===== src/pkg/sbst_pkg.sv =====
/*
 * Constants shared by both ends of the memory boundary-scan test port:
 * state encoding, instruction codes, register lengths, identity code.
 * Assumes nothing of its surroundings.
 */
package sbst_pkg;
   typedef enum logic [3:0] {
      SBST_RESET = 4'h0, SBST_IDLE = 4'h1, SBST_SEL_DR = 4'h3,
      SBST_CAP_DR = 4'h2, SBST_SHIFT_DR = 4'h6, SBST_EXIT1_DR = 4'h7,
      SBST_PAUSE_DR = 4'h5, SBST_EXIT2_DR = 4'h4, SBST_UPD_DR = 4'hC,
      SBST_SEL_IR = 4'hD, SBST_CAP_IR = 4'hF, SBST_SHIFT_IR = 4'hE,
      SBST_EXIT1_IR = 4'hA, SBST_PAUSE_IR = 4'hB, SBST_EXIT2_IR = 4'h9,
      SBST_UPD_IR = 4'h8
   } sbst_state_e;
   localparam int IR_LEN = 3;
   localparam int ID_LEN = 32;
   localparam int BSR_LEN = 71;
   localparam logic [2:0] INS_EXTEST = 3'h0;
   localparam logic [2:0] INS_IDCODE = 3'h1;
   localparam logic [2:0] INS_SAMPLEZ = 3'h2;
   localparam logic [2:0] INS_SAMPLE = 3'h4;
   localparam logic [2:0] INS_BYPASS = 3'h7;
   localparam logic [1:0] IR_CAPTURE = 2'h1;
   // identity code value is arbitrary; bit 0 is the presence marker
   localparam logic [31:0] ID_CODE = 32'h1234_5679;
   localparam int RESET_TMS_EDGES = 5;
   // host divides its clock by twice this for the link clock (250/16 < 20 MHz)
   localparam int TCK_HALF_DIV = 8;
   localparam logic [3:0] TCK_HALF_MAX = 4'h7;
   localparam logic [1:0] SYNC_ONES = 2'h3;
   localparam logic [1:0] SYNC_ZEROS = 2'h0;

   function automatic sbst_state_e sbst_next(sbst_state_e s, logic tms);
      case (s)
         SBST_RESET: sbst_next = tms ? SBST_RESET : SBST_IDLE;
         SBST_IDLE: sbst_next = tms ? SBST_SEL_DR : SBST_IDLE;
         SBST_SEL_DR: sbst_next = tms ? SBST_SEL_IR : SBST_CAP_DR;
         SBST_CAP_DR: sbst_next = tms ? SBST_EXIT1_DR : SBST_SHIFT_DR;
         SBST_SHIFT_DR: sbst_next = tms ? SBST_EXIT1_DR : SBST_SHIFT_DR;
         SBST_EXIT1_DR: sbst_next = tms ? SBST_UPD_DR : SBST_PAUSE_DR;
         SBST_PAUSE_DR: sbst_next = tms ? SBST_EXIT2_DR : SBST_PAUSE_DR;
         SBST_EXIT2_DR: sbst_next = tms ? SBST_UPD_DR : SBST_SHIFT_DR;
         SBST_UPD_DR: sbst_next = tms ? SBST_SEL_DR : SBST_IDLE;
         SBST_SEL_IR: sbst_next = tms ? SBST_RESET : SBST_CAP_IR;
         SBST_CAP_IR: sbst_next = tms ? SBST_EXIT1_IR : SBST_SHIFT_IR;
         SBST_SHIFT_IR: sbst_next = tms ? SBST_EXIT1_IR : SBST_SHIFT_IR;
         SBST_EXIT1_IR: sbst_next = tms ? SBST_UPD_IR : SBST_PAUSE_IR;
         SBST_PAUSE_IR: sbst_next = tms ? SBST_EXIT2_IR : SBST_PAUSE_IR;
         SBST_EXIT2_IR: sbst_next = tms ? SBST_UPD_IR : SBST_SHIFT_IR;
         SBST_UPD_IR: sbst_next = tms ? SBST_SEL_DR : SBST_IDLE;
         default: sbst_next = SBST_RESET;
      endcase
   endfunction
endpackage


===== src/pkg/sbst_if.sv =====
/*
 * Scan link between the host controller and the memory test port.
 * Assumes tdo is meaningful only while tdo_oe is high.
 */
`timescale 1ns/1ps
interface sbst_if;
   logic tck;
   logic tms;
   logic tdi;
   logic tdo;
   logic tdo_oe;
   modport dev (input tck, input tms, input tdi, output tdo,
      output tdo_oe);
   modport host (output tck, output tms, output tdi, input tdo,
      input tdo_oe);
endinterface


===== src/logic/sbst_dev.sv =====
/*
 * Device end: test port controller, instruction, bypass, identity and
 * boundary registers. Link clock arrives as a pin and is oversampled by
 * clk_in; link inputs pass a three-stage synchroniser.
 */
`timescale 1ns/1ps
// Behaviour
// - sample tms/tdi on rise, tdo on fall
// - five tms-high rising edges reset controller
// - reset puts controller in reset, tdo off
// - three-bit instruction, identity on reset
// - capture-ir loads 01 into low bits
// - shift in at msb, out at lsb
// - drive tdo only in shift states
// - instruction selects exactly one data register
// - one-bit bypass cleared, path under bypass
// - boundary captures pins, then shifts
// - identity register captures fixed 32-bit code
// - new instruction only at update-ir
// - all-zeros captures like sample, outputs off
// - identity shifts out, memory unaffected
// - sample-z uses boundary, outputs off
// - sample snapshots pins, shifts them out
// - update-dr under sample changes nothing
// - no driving memory, no preload
// - host issues only five implemented codes
// - host keeps link clock at most 20 MHz
// - decode 000 external, 001 identity, 010 sample-z
// - identity bit zero reads one
// - boundary register is 71 bits
module sbst_dev (
   // system
   input wire logic clk_in,
   input wire logic rst_n_in,
   // link
   sbst_if.dev link,
   // memory side
   input wire logic [sbst_pkg::BSR_LEN-1:0] pins_in,
   output logic mem_hiz_out,
   output sbst_pkg::sbst_state_e state_out
);
   logic [2:0] tck_s, tms_s, tdi_s;
   logic tck_q, tms_q, tdi_q;
   sbst_pkg::sbst_state_e state;
   logic [sbst_pkg::IR_LEN-1:0] ir_sh, ir;
   logic bypass;
   logic [sbst_pkg::ID_LEN-1:0] id_sh;
   logic [sbst_pkg::BSR_LEN-1:0] bsr;
   logic [sbst_pkg::BSR_LEN-1:0] pins_q;
   logic [sbst_pkg::BSR_LEN-1:0] pins_s1, pins_s2, pins_s3, pins_agree;
   logic tdo, tdo_oe, scan_bit;
   logic rise, fall;

   // a change is accepted once the last two stages agree
   always_ff @(posedge clk_in) begin
      if (!rst_n_in) begin
         tck_s <= 3'h0;
         tms_s <= 3'h7;
         tdi_s <= 3'h7;
         tck_q <= 1'b0;
         tms_q <= 1'b1;
         tdi_q <= 1'b1;
      end else begin
         tck_s <= {tck_s[1:0], link.tck};
         tms_s <= {tms_s[1:0], link.tms};
         tdi_s <= {tdi_s[1:0], link.tdi};
         if (tck_s[2:1] == sbst_pkg::SYNC_ONES) begin
            tck_q <= 1'b1;
         end else if (tck_s[2:1] == sbst_pkg::SYNC_ZEROS) begin
            tck_q <= 1'b0;
         end
         if (tms_s[2] == tms_s[1]) begin
            tms_q <= tms_s[2];
         end
         if (tdi_s[2] == tdi_s[1]) begin
            tdi_q <= tdi_s[2];
         end
      end
   end

   // pins belong to the memory clock; three stages, a bit counts once the
   // last two agree, and a bit still settling keeps its old level
   always_ff @(posedge clk_in) begin
      if (!rst_n_in) begin
         pins_s1 <= '0;
         pins_s2 <= '0;
         pins_s3 <= '0;
         pins_q <= '0;
      end else begin
         pins_s1 <= pins_in;
         pins_s2 <= pins_s1;
         pins_s3 <= pins_s2;
         pins_q <= (pins_s3 & pins_agree) | (pins_q & ~pins_agree);
      end
   end

   assign pins_agree = ~(pins_s2 ^ pins_s3);
   assign rise = (tck_s[2:1] == sbst_pkg::SYNC_ONES) && !tck_q;
   assign fall = (tck_s[2:1] == sbst_pkg::SYNC_ZEROS) && tck_q;

   // controller; five tms-high rises reach reset from anywhere
   always_ff @(posedge clk_in) begin
      if (!rst_n_in) begin
         state <= sbst_pkg::SBST_RESET;
      end else if (rise) begin
         state <= sbst_pkg::sbst_next(state, tms_q);
      end
   end

   // instruction register
   always_ff @(posedge clk_in) begin
      if (!rst_n_in) begin
         ir_sh <= sbst_pkg::INS_IDCODE;
         ir <= sbst_pkg::INS_IDCODE;
      end else if (rise) begin
         case (state)
            sbst_pkg::SBST_RESET: begin
               ir <= sbst_pkg::INS_IDCODE;
            end
            sbst_pkg::SBST_CAP_IR: begin
               ir_sh <= {1'b0, sbst_pkg::IR_CAPTURE};
            end
            sbst_pkg::SBST_SHIFT_IR: begin
               ir_sh <= {tdi_q, ir_sh[sbst_pkg::IR_LEN-1:1]};
            end
            sbst_pkg::SBST_UPD_IR: begin
               ir <= ir_sh;
            end
            default: begin
            end
         endcase
      end
   end

   // data registers; update-dr does nothing since preload is absent
   always_ff @(posedge clk_in) begin
      if (!rst_n_in) begin
         bypass <= 1'b0;
         id_sh <= sbst_pkg::ID_CODE;
         bsr <= '0;
      end else begin
         if (rise && state == sbst_pkg::SBST_CAP_DR) begin
            case (ir)
               sbst_pkg::INS_IDCODE: begin
                  id_sh <= sbst_pkg::ID_CODE;
               end
               sbst_pkg::INS_EXTEST, sbst_pkg::INS_SAMPLEZ,
               sbst_pkg::INS_SAMPLE: begin
                  bsr <= pins_q;
               end
               default: begin
                  bypass <= 1'b0;
               end
            endcase
         end else if (rise && state == sbst_pkg::SBST_SHIFT_DR) begin
            case (ir)
               sbst_pkg::INS_IDCODE: begin
                  id_sh <= {tdi_q, id_sh[sbst_pkg::ID_LEN-1:1]};
               end
               sbst_pkg::INS_EXTEST, sbst_pkg::INS_SAMPLEZ,
               sbst_pkg::INS_SAMPLE: begin
                  bsr <= {tdi_q, bsr[sbst_pkg::BSR_LEN-1:1]};
               end
               default: begin
                  bypass <= tdi_q;
               end
            endcase
         end
      end
   end

   always_comb begin
      case (ir)
         sbst_pkg::INS_IDCODE: scan_bit = id_sh[0];
         sbst_pkg::INS_EXTEST, sbst_pkg::INS_SAMPLEZ,
         sbst_pkg::INS_SAMPLE: scan_bit = bsr[0];
         default: scan_bit = bypass;
      endcase
   end

   // output moves on the falling link edge only
   // tdo still follows the scan bit on every fall while released; the host qualifies by tdo_oe
   always_ff @(posedge clk_in) begin
      if (!rst_n_in) begin
         tdo <= 1'b0;
         tdo_oe <= 1'b0;
      end else if (fall) begin
         tdo_oe <= (state == sbst_pkg::SBST_SHIFT_DR) ||
            (state == sbst_pkg::SBST_SHIFT_IR);
         tdo <= (state == sbst_pkg::SBST_SHIFT_IR) ? ir_sh[0] : scan_bit;
      end
   end

   // memory outputs forced off under extest and sample-z; nothing is ever driven into the memory
   always_ff @(posedge clk_in) begin
      if (!rst_n_in) begin
         mem_hiz_out <= 1'b0;
      end else begin
         mem_hiz_out <= (ir == sbst_pkg::INS_EXTEST) ||
            (ir == sbst_pkg::INS_SAMPLEZ);
      end
   end

   assign link.tdo = tdo;
   assign link.tdo_oe = tdo_oe;
   assign state_out = state;
endmodule


===== src/flat_wrapper.sv =====
// flat-port wrapper written by rule: the top's interface ports become plain ports
module sbst_dev_flat 
  (clk_in, rst_n_in, pins_in, mem_hiz_out, state_out, link_tck, link_tms, link_tdi, link_tdo, link_tdo_oe);
  sbst_if link_i ();
  input wire logic clk_in;
  input wire logic rst_n_in;
  input wire logic [sbst_pkg::BSR_LEN-1:0] pins_in;
  output logic mem_hiz_out;
  output sbst_pkg::sbst_state_e state_out;
  input wire logic [$bits(link_i.tck)-1:0] link_tck;
  input wire logic [$bits(link_i.tms)-1:0] link_tms;
  input wire logic [$bits(link_i.tdi)-1:0] link_tdi;
  output wire logic [$bits(link_i.tdo)-1:0] link_tdo;
  output wire logic [$bits(link_i.tdo_oe)-1:0] link_tdo_oe;
  assign link_i.tck = link_tck;
  assign link_i.tms = link_tms;
  assign link_i.tdi = link_tdi;
  assign link_tdo = link_i.tdo;
  assign link_tdo_oe = link_i.tdo_oe;
  sbst_dev u_core (.clk_in(clk_in), .rst_n_in(rst_n_in), .link(link_i), .pins_in(pins_in), .mem_hiz_out(mem_hiz_out), .state_out(state_out));
endmodule

===== config.mk =====
export PLATFORM = sky130hd
export DESIGN_NAME = sbst_dev_flat
export DESIGN_NICKNAME = d
export VERILOG_FILES = /design/src/pkg/sbst_pkg.sv /design/src/pkg/sbst_if.sv /design/src/logic/sbst_dev.sv /design/src/flat_wrapper.sv
export SDC_FILE = /design/constraint.sdc
export NUM_CORES = 1
export LEC_CHECK = 0
export BUFFER_PORTS_ARGS = -buffer_cell sky130_fd_sc_hd__buf_4
export CORE_MARGIN = 2
export CORE_UTILIZATION = 45
export CTS_CLUSTER_SIZE = 10
export DETAILED_ROUTE_END_ITERATION = 10
export HOLD_SLACK_MARGIN = 0.15
export PLACE_DENSITY_LB_ADDON = 0.1
export SLEW_MARGIN = 25
export SYNTH_ARGS = -nofsm -noshare
export SYNTH_HDL_FRONTEND = slang
export SYNTH_SLANG_ARGS = --single-unit

===== constraint.sdc =====
create_clock -name clk_in -period 3.1 [get_ports clk_in]
set_input_delay 0.62 -clock clk_in [delete_from_list [all_inputs] [get_ports clk_in]]
set_output_delay 0.62 -clock clk_in [all_outputs]
set_load 0.01 [all_outputs]

# == Yosys cells after proc, flatten, opt, wreduce, memory -nomap -nowiden ==
# Index checks and enable logic that the tools add are counted.
# word_totals
register_bits,413
in_bits,76
out_inout_bits,7
elab_cells,107
# classes
eq_ne,27
mux,31
bitwise_logic,6
n_reduce_logical,24
# op_table
op,count
$mux W71,4
$and A71 B71 Y71,2
$not A71 Y71,2
$mux W32,4
$or A71 B71 Y71,1
$xor A71 B71 Y71,1
$pmux W4 S12,1
$eq A4 B4 Y1 const B,8
$eq A4 B3 Y1 const B,4
$mux W4,4
$ne A2 B2 Y1 const B,6
$pmux W3 S2,2
$mux W1,10
$reduce_and A3 Y1,3
$eq A4 B2 Y1 const B,2
$reduce_bool A2 Y1,4
$mux W2,3
$mux W3,2
$reduce_or A3 Y1,2
$eq A4 B1 Y1 const B,1
$logic_and A1 B1 Y1,4
$logic_not A4 Y1,1
$reduce_and A2 Y1,2
$reduce_or A2 Y1,2
11 further kinds,13

# == Logic depth before layout (Yosys ltp) ==
# Gate-level depths: netlist of the first run.
# logic_depth
depth_word,5
mapped_depth,9
depth_no_buf,6

# == Worst setup path before layout of the first run ==
# OpenSTA, ideal clock, no wires.
# synth_timing
kind,register to register
from,reg u_core.tck_s[1]
to,reg u_core.bsr[0] (netlist bit)
setup_time_ns,0.116
arrival_time_ns,1.541
required_ns,2.984
setup_slack_ns,1.443
stages_incl_launch_ff,9
path_buffers,4
period_less_slack_ns,1.657
cell_sequence,dfxtp_1 -> ha_1 -> nor2b_2 -> buf_6 -> and4_1 -> buf_4 -> buf_6 -> buf_6 -> o211a_1
# synth_between
elab_chain_cells,5
elab_cells_between_ends,9
cone_classes,3 x eq/ne; 1 x mux; 5 x reduce/logical
# synth_lines
element,line,source
"start, declared",sbst_dev.sv:42,"logic [2:0] tck_s, tms_s, tdi_s;"
"start signal, assigned",sbst_dev.sv:64,"tck_s <= {tck_s[1:0], link.tck};"
$eq A2 B2 Y1 *,sbst_dev.sv:98,assign rise = (tck_s[2:1] == sbst_pkg::SYNC_ONES) && !tck_q;
$logic_and A1 B1 Y1 *,sbst_dev.sv:98,
"$logic_and A1 B1 Y1, on equally long branches","sbst_dev.sv:142, sbst_dev.sv:155",
$ne A2 B2 Y1 (no line) / $reduce_bool A2 Y1 (equally long branches),n/a,
$reduce_and A3 Y1 (no line),n/a,
"end signal, assigned",sbst_dev.sv:149,bsr <= pins_q;
"end signal, assigned",sbst_dev.sv:162,"bsr <= {tdi_q, bsr[sbst_pkg::BSR_LEN-1:1]};"
"end, declared",sbst_dev.sv:48,logic [sbst_pkg::BSR_LEN-1:0] bsr;
# Every way passes the cells marked *; elsewhere a longest branch is shown, timed or not.
# A chain may end at the register's enable or synchronous reset.

# == Final worst setup path of the first run ==
# layout_timing
from,reg u_core.tck_s[1]
to,reg u_core.bsr[20] (netlist bit)
# Same word-level chain as after synthesis.

==> results.md, run 1 <==
* Setup TNS at 0 ns
* Largest net degree at the start of global routing at 130
* CTS HTree Levels at 2
* I/O pin count at 83
* Seq/Total Area, Yosys at 0.589
* Routed vias at 8715
* Gr usage total at 0.132
* Most used DFF post-synth: dfxtp_1
* Max Slew Vio Count at 0
* Outcome: finished clean
* Initial antenna violation count at 0
* Synth Instances at 1341
* Initial core utilization at 0.457
* Die area at 32600 um2
* Pwr Total at 10.5 mW
* Tmin final at 2.24 ns
* Mapped Avg Cell Area at 10.5 um2
* Hold Path Sink: u_core.tms_s[0]
* CTS tree: yes
* Warnings, synthesis at 0
* CTS Root Cell: clkbuf_16
* Filler cells at 2771
* Cell total after placement at 1739
* Async set-or-reset flop fraction in the synthesized netlist at 0
* Vias/cell at 4.86
* Mapped cell area at 14000 um2
* Final WL at 21600 um
* VDD IR max at 0.000374 V
* First-pass GRT wire length at 37600 um
* Worst Setup End Kind: register
* Initial DRC Count at 425
* Distinct cells, synth at 44
* Met2 WL post-DR at 9450 um
* Hold Crit Start: link_tms
* Nets at 1470
* Final setup viols at 0
* Worst path required time at 3.52 ns
* Floorplan core area at 30700 um2
* #FFs+latches synth at 413
* Fin crit share at 0.722
* R2R Setup Slk at 0.86 ns
* Share of cells above drive strength 1 at 0.107
* Measured slew at the worst slew-check pin at 0.770 ns
* Die Y-Extent at 181 um
* Unrepaired setup endpoints after global routing: no
* Grt ovf at 0
* Cts-stage hold buffer count at 0
* DR top layer: met4
* Max-cap violation count at 0
* Worst flop-to-flop path startpoint: u_core.tck_s[1]
* DRC at 0
* DP Area at 14800 um2
* Vias in the first global route at 8179
* Routed wire per std cell at 12.0 um
* Worst clock skew at 0.00933 ns
* Postcts setup bufs at 0
* Leakage power at 6.67 nW
* Row cnt at 64
* Worst Reg-to-Reg Cells at 6
* WHS Path Cells at 2
* Crit path max fanout at 39
* Pwr per Cell Area at 648 nW/um2
* DP Worst Slack at 0.853 ns
* Worst hold path type: input pin to register
* Layout Area Growth over Synthesis at 15.0%
* Final hold violations at 0
* Post-cts sizing count at 0
* DR pass1 iterations at 4
* Clk sinks at 413
* RR Endpoint: u_core.bsr[20]
* Antenna-violating nets left at 0
* EDFF count, synth at 0
* Placer Congestion at 0.741
* Register area at 8270 um2
* Maximum clock insertion buffer count at 3
* Met3 wire len at 881 um
* Fmax at 0.447 GHz
* Clock Pin Slew Worst Setup and Hold Paths at 0.06 ns
* CP arrival at 2.66 ns
* Final WS setup at 0.862 ns
* Post-Syn Nets at 1419
* CP Class: register to register
* Layout Cells excl Fill at 1795
* # diodes at 0
* Slew margin rel. at 0.486
* DIE WIDTH at 181 um
* Startpoint types: register
* Final Cell Area at 16100 um2
* Clock Latency Late Sink at 0.53 ns
* Port Buffer Count at 82
* DRT met1 WL at 10800 um
* DP HPWL at 12300 um
* Multi-input gate area at 5300 um2
* TritonCTS buffer count at 47
metrics by stage:
step	hold WS [ns]	utilization
4_1_cts	0.248	0.526
3_3_place_gp	0.390	0.484
3_5_place_dp	0.394	0.484
6_report	0.270	0.526
2_1_floorplan	0.386	-
5_1_grt	0.257	0.526
layout make-up:
cell class,count,share of cell area
Sequential cell,413,0.513
Multi-Input combinational cell,832,0.329
Clock buffer,55,0.0786
Timing Repair Buffer,91,0.0467
Tap cell,396,0.0307
Inverter,7,0.00163
Clock inverter,1,0.00124
cell usage after synthesis, types with 2 or more instances:
cell        n  area (um2)
mux2i_1    73         731
a21oi_1     7        35.0
a22oi_1     2        15.0
o31ai_1     2        15.0
nor2b_1     6        37.5
buf_2      19        95.1
nand2_1   153         574
o211a_1    71         711
dfxtp_1   413        8270
nand3_1    37         185
inv_1       7        26.3
and4_1      2        17.5
o21ai_1    33         165
nand2b_1   10        62.6
o311ai_0    2        17.5
buf_1       2        7.51
a21boi_0   71         533
and2_1    216        1350
a211oi_1    2        15.0
o21ai_0    80         400
a22o_1      2        17.5
ha_1        2        25.0
nand3b_1    4        30.0
nor3b_1    15         113
buf_6      10         113
nand4_1     3        18.8
nor4_1      2        12.5
nor2_1     21        78.8
a211o_1     2        17.5
a21boi_1    2        15.0
clkbuf_1   57         214
kinds of logic (layout without fill, tap and decap cells):
family                     Yosys count  count (layout)  synth area share
and+or+nand+nor                    475             475             0.181
DFF                                413             413             0.589
AOI/OAI and AO/OA                  281             281             0.143
buffers and inverters               96             154            0.0330
muxes                               73              73            0.0521
adders and majority gates            3               3           0.00250
power by group:
part           switching, mW  internal, mW  total [mW]
clock                   1.90          2.84        4.74
sequential            0.0427          5.43        5.48
combinational          0.103         0.140       0.244
worst max path at each step:
stage,startpoint,endpoint,depth (start not counted)
after global routing,u_core.tck_s[1],u_core.bsr[22],6
after CTS,u_core.state_out[2],state_out[2],1
after floorplan,u_core.tck_s[1],u_core.bsr[0],8
final,u_core.tck_s[1],u_core.bsr[20],6
after detailed placement,u_core.tck_s[1],u_core.bsr[20],6
after global placement,u_core.tck_s[1],u_core.bsr[13],6
layer usage:
layer | GRT usage | vias to the layer above
met5 | 0 | -
met3 | 0.0275 | 46
met1 | 0.183 | 3959
met2 | 0.208 | 109
met4 | 0.0439 | 0
li1 | - | 4601
worst max-delay path, stage by stage, from the launching register on:
cell and delay, ns:
dfxtp_1 0.34, ha_1 0.22, nor2b_2 0.34, and4_4 0.58
buf_4 0.41, nand2_1 0.09, o211a_1 0.13
cell usage in the layout, fill, tap and decap left out, types with 10 or more instances in the layout:
| master | n |
|---|---|
| nand2_1 | 153 |
| nor2_1 | 21 |
| a21boi_0 | 71 |
| nor3b_1 | 15 |
| o21ai_1 | 33 |
| o21ai_0 | 80 |
| nand3_1 | 37 |
| clkbuf_16 | 49 |
| o211a_1 | 71 |
| buf_4 | 85 |
| dfxtp_1 | 412 |
| nand2b_1 | 10 |
| mux2i_1 | 73 |
| and2_1 | 216 |
No activity file was read; power rests on OpenSTA's default activity.
==> inputs of run 2 (changes only) <==
--- a/config.mk
+++ b/config.mk
@@ -5,6 +5,7 @@
 export SDC_FILE = /design/constraint.sdc
 export NUM_CORES = 1
 export LEC_CHECK = 0
+export ABC_AREA = 1
 export BUFFER_PORTS_ARGS = -buffer_cell sky130_fd_sc_hd__buf_4
 export CORE_MARGIN = 2
 export CORE_UTILIZATION = 45
==> constraint.sdc (replaced) <==
create_clock -name clk_in -period 2.2 [get_ports clk_in]
set_input_delay 0.44 -clock clk_in [delete_from_list [all_inputs] [get_ports clk_in]]
set_output_delay 0.44 -clock clk_in [all_outputs]
set_load 0.01 [all_outputs]
==> results.md, run 2 <==
* RR Endpoint: u_core.bsr[67]
* Synth Instances at 1664 (+24%)
* Top cell type by total area after synthesis: dfxtp_1
* Mapped cell area at 13800 um2 (-2.0%)
* Top-count cell post-synth: nand2_1
* Adder-Cell Fraction of Synth Area at 0.00182 (-0.000678)
* Final WL at 24500 um (+14%)
* First-pass GRT wire length at 41300 um (+9.9%)
* Hold Crit Start: rst_n_in
* Postcts setup bufs at 0 (unchanged)
* Antenna-violating nets left at 0 (unchanged)
* Initial antenna violation count at 0 (unchanged)
* Startpoint types: register
* Largest family of logic cells by synthesized area: simple AND/OR/NAND/NOR gates
* Vias/cell at 4.63 (-4.6%)
* EDFF count, synth at 0 (unchanged)
* Port Buffer Count at 82 (unchanged)
* Max Slew Vio Count at 0 (unchanged)
* Layout Cells excl Fill at 2202 (+23%)
* Row cnt at 64 (unchanged)
* Gr usage total at 0.153 (+0.0210)
* CTS tree: yes
* CP arrival at 2.29 ns (-0.37 ns)
* Seq/Total Area, Yosys at 0.601 (+0.0118)
* Final WS setup at 0.370 ns (-0.492 ns)
* Async set-or-reset flop fraction in the synthesized netlist at 0 (unchanged)
* Floorplan core area at 30300 um2 (-1.0%)
* Die Y-Extent at 179 um (-0.97%)
* Post-Synth Simple-Gate Area at 0.163 (-0.0172)
* DP Worst Slack at 0.360 ns (-0.493 ns)
* Crit path max fanout at 49 (+26%)
* Most used DFF post-synth: dfxtp_1
* Layout Area Growth over Synthesis at 21.2%
* DP HPWL at 13800 um (+12%)
* Post-cts sizing count at 0 (unchanged)
* DIE WIDTH at 179 um (-0.97%)
* Measured slew at the worst slew-check pin at 0.488 ns (-0.282 ns)
* Area contributors post-synth: dfxtp_1 (60%), nand2_1 (12%), inv_1 (6.4%), o21ai_0 (5.7%), a21oi_1 (4.3%)
* Largest net degree at the start of global routing at 94 (-28%)
* Multiplexer area fraction after synthesis at 0 (-0.0521)
* Placer Congestion at 0.756 (+2.1%)
* Post-Syn Nets at 1742 (+23%)
* Leakage power at 7.78 nW (+17%)
* Setup TNS at 0 ns (unchanged)
* Critical path endpoint: u_core.bsr[67]
* Die area at 32000 um2 (-1.9%)
* Most common cell after layout, fill and taps aside: nand2_1
* Clock Latency Late Sink at 0.54 ns (about the same)
* Pwr per Cell Area at 892 nW/um2 (+38%)
* Distinct cells, synth at 27 (-39%)
* Grt ovf at 0 (unchanged)
* VDD IR max at 0.000530 V (+42%)
* Fin crit share at 0.832 (+0.110)
* Worst flop-to-flop path startpoint: u_core.tck_s[1]
* Initial core utilization at 0.453 (-0.00428)
* Tmin final at 1.83 ns (-0.408 ns)
* Synth top area share at 0.601 (+0.0118)
* CP Class: register to register
* Maximum clock insertion buffer count at 3 (unchanged)
* Outcome: finished clean
* Worst hold path type: input pin to register
* Cts-stage hold buffer count at 74 (+74)
* Worst Setup End Kind: register
* Clock Pin Slew Worst Setup and Hold Paths at 0.06 ns (about the same)
* Share of cells above drive strength 1 at 0.0941 (-0.0131)
* Max-cap violation count at 0 (unchanged)
* Worst path required time at 2.66 ns (-0.86 ns)
* Slew margin rel. at 0.674 (+0.188)
* Fmax at 0.547 GHz (+22%)
* Final hold violations at 0 (unchanged)
* TritonCTS buffer count at 47 (unchanged)
* Final setup viols at 0 (unchanged)
* Warnings, synthesis at 0 (unchanged)
* R2R Setup Slk at 0.37 ns (-0.49 ns)
* DR pass1 iterations at 7 (+3)
* Unrepaired setup endpoints after global routing: no
* Clk sinks at 413 (unchanged)
* Mapped Avg Cell Area at 8.27 um2 (-21%)
* Commonest cells after routing, fill and taps aside: nand2_1 (427), dfxtp_1 (413), inv_1 (236)
* Worst Setup SP: u_core.tck_s[1]
* Post-synth top cells: nand2_1 (427), dfxtp_1 (413), inv_1 (236)
* CTS HTree Levels at 2 (unchanged)
* Nets at 1879 (+28%)
* #FFs+latches synth at 413 (unchanged)
* Cell total after placement at 2074 (+19%)
* I/O pin count at 83 (unchanged)
* CTS Root Cell: clkbuf_16
* Worst Reg-to-Reg Cells at 8 (+2)
* Vias in the first global route at 9091 (+11%)
* # diodes at 0 (unchanged)
* Routed wire per std cell at 11.1 um (-7.5%)
* Synth Area in Compound Gates at 0.139 (-0.00368)
* DRC at 0 (unchanged)
* Worst clock skew at 0.0146 ns (+0.00524 ns)
* Routed vias at 10200 (+17%)
* Post-Synth XOR/XNOR Area at 0 (unchanged)
* Initial DRC Count at 743 (+75%)
==> run 2: kinds of logic (layout without fill, tap and decap cells) <==
group	Yosys count	count (layout)
buffers and inverters	327	469
DFF	413	413
adders and majority gates	2	2
AOI/OAI and AO/OA	362	362
and+or+nand+nor	560	560
==> run 2: power breakdown <==
| part | total [mW] | switching, mW | internal, mW |
|---|---|---|---|
| Sequential | 7.73 | 0.0707 | 7.66 |
| Clock | 6.65 | 2.70 | 3.95 |
| Combinational | 0.491 | 0.229 | 0.262 |
| Total | 14.9 | 3.00 | 11.9 |
==> run 2: worst min path at each step <==
stage	to	slack, ns	cells past startpoint
6_report	u_core.ir[0]	0.25	2
4_1_cts	u_core.ir[0]	0.24	2
3_5_place_dp	u_core.pins_s2[40]	0.39	2
2_1_floorplan	u_core.pins_s2[56]	0.39	2
5_1_grt	u_core.pins_s2[13]	0.27	3
3_3_place_gp	u_core.pins_s2[62]	0.39	2
==> run 2: worst max-delay path, stage by stage, from the launching register on <==
cell and delay (ns):
dfxtp_1 0.35, ha_1 0.15, inv_1 0.06, nor2_4 0.25, nand2_8 0.12, nor2_8 0.11, buf_4 0.39, o21ai_0 0.13
a31oi_1 0.18
==> run 2: cell type report <==
cell class / count / area (um2)
clock buffers: 52 / 1250
repair buffers: 175 / 1560
well taps: 396 / 495
fillers: 2815 / 13700
inverters: 240 / 901
multi-input cells: 924 / 4180
clock inverters: 2 / 25.0
flip-flops and latches: 413 / 8270
==> run 2: per-layer routing <==
metal,vias to the layer above,share of wire,track usage
met5,-,0,0
met4,0,0.022,0.0528
met3,44,0.033,0.0280
met2,135,0.44,0.246
met1,4561,0.50,0.208
li1,5463,-,-
==> run 2: per-stage QoR <==
stage	hold WS (ns)	total power, mW	area (um2)	util
floorplan	0.386	8.09	13800	-
global placement	0.392	8.27	14700	0.483
detailed placement	0.395	8.28	14700	0.483
CTS	0.244	15.1	16700	0.549
global route	0.271	15.5	16700	0.549
finish	0.248	14.9	16700	0.549
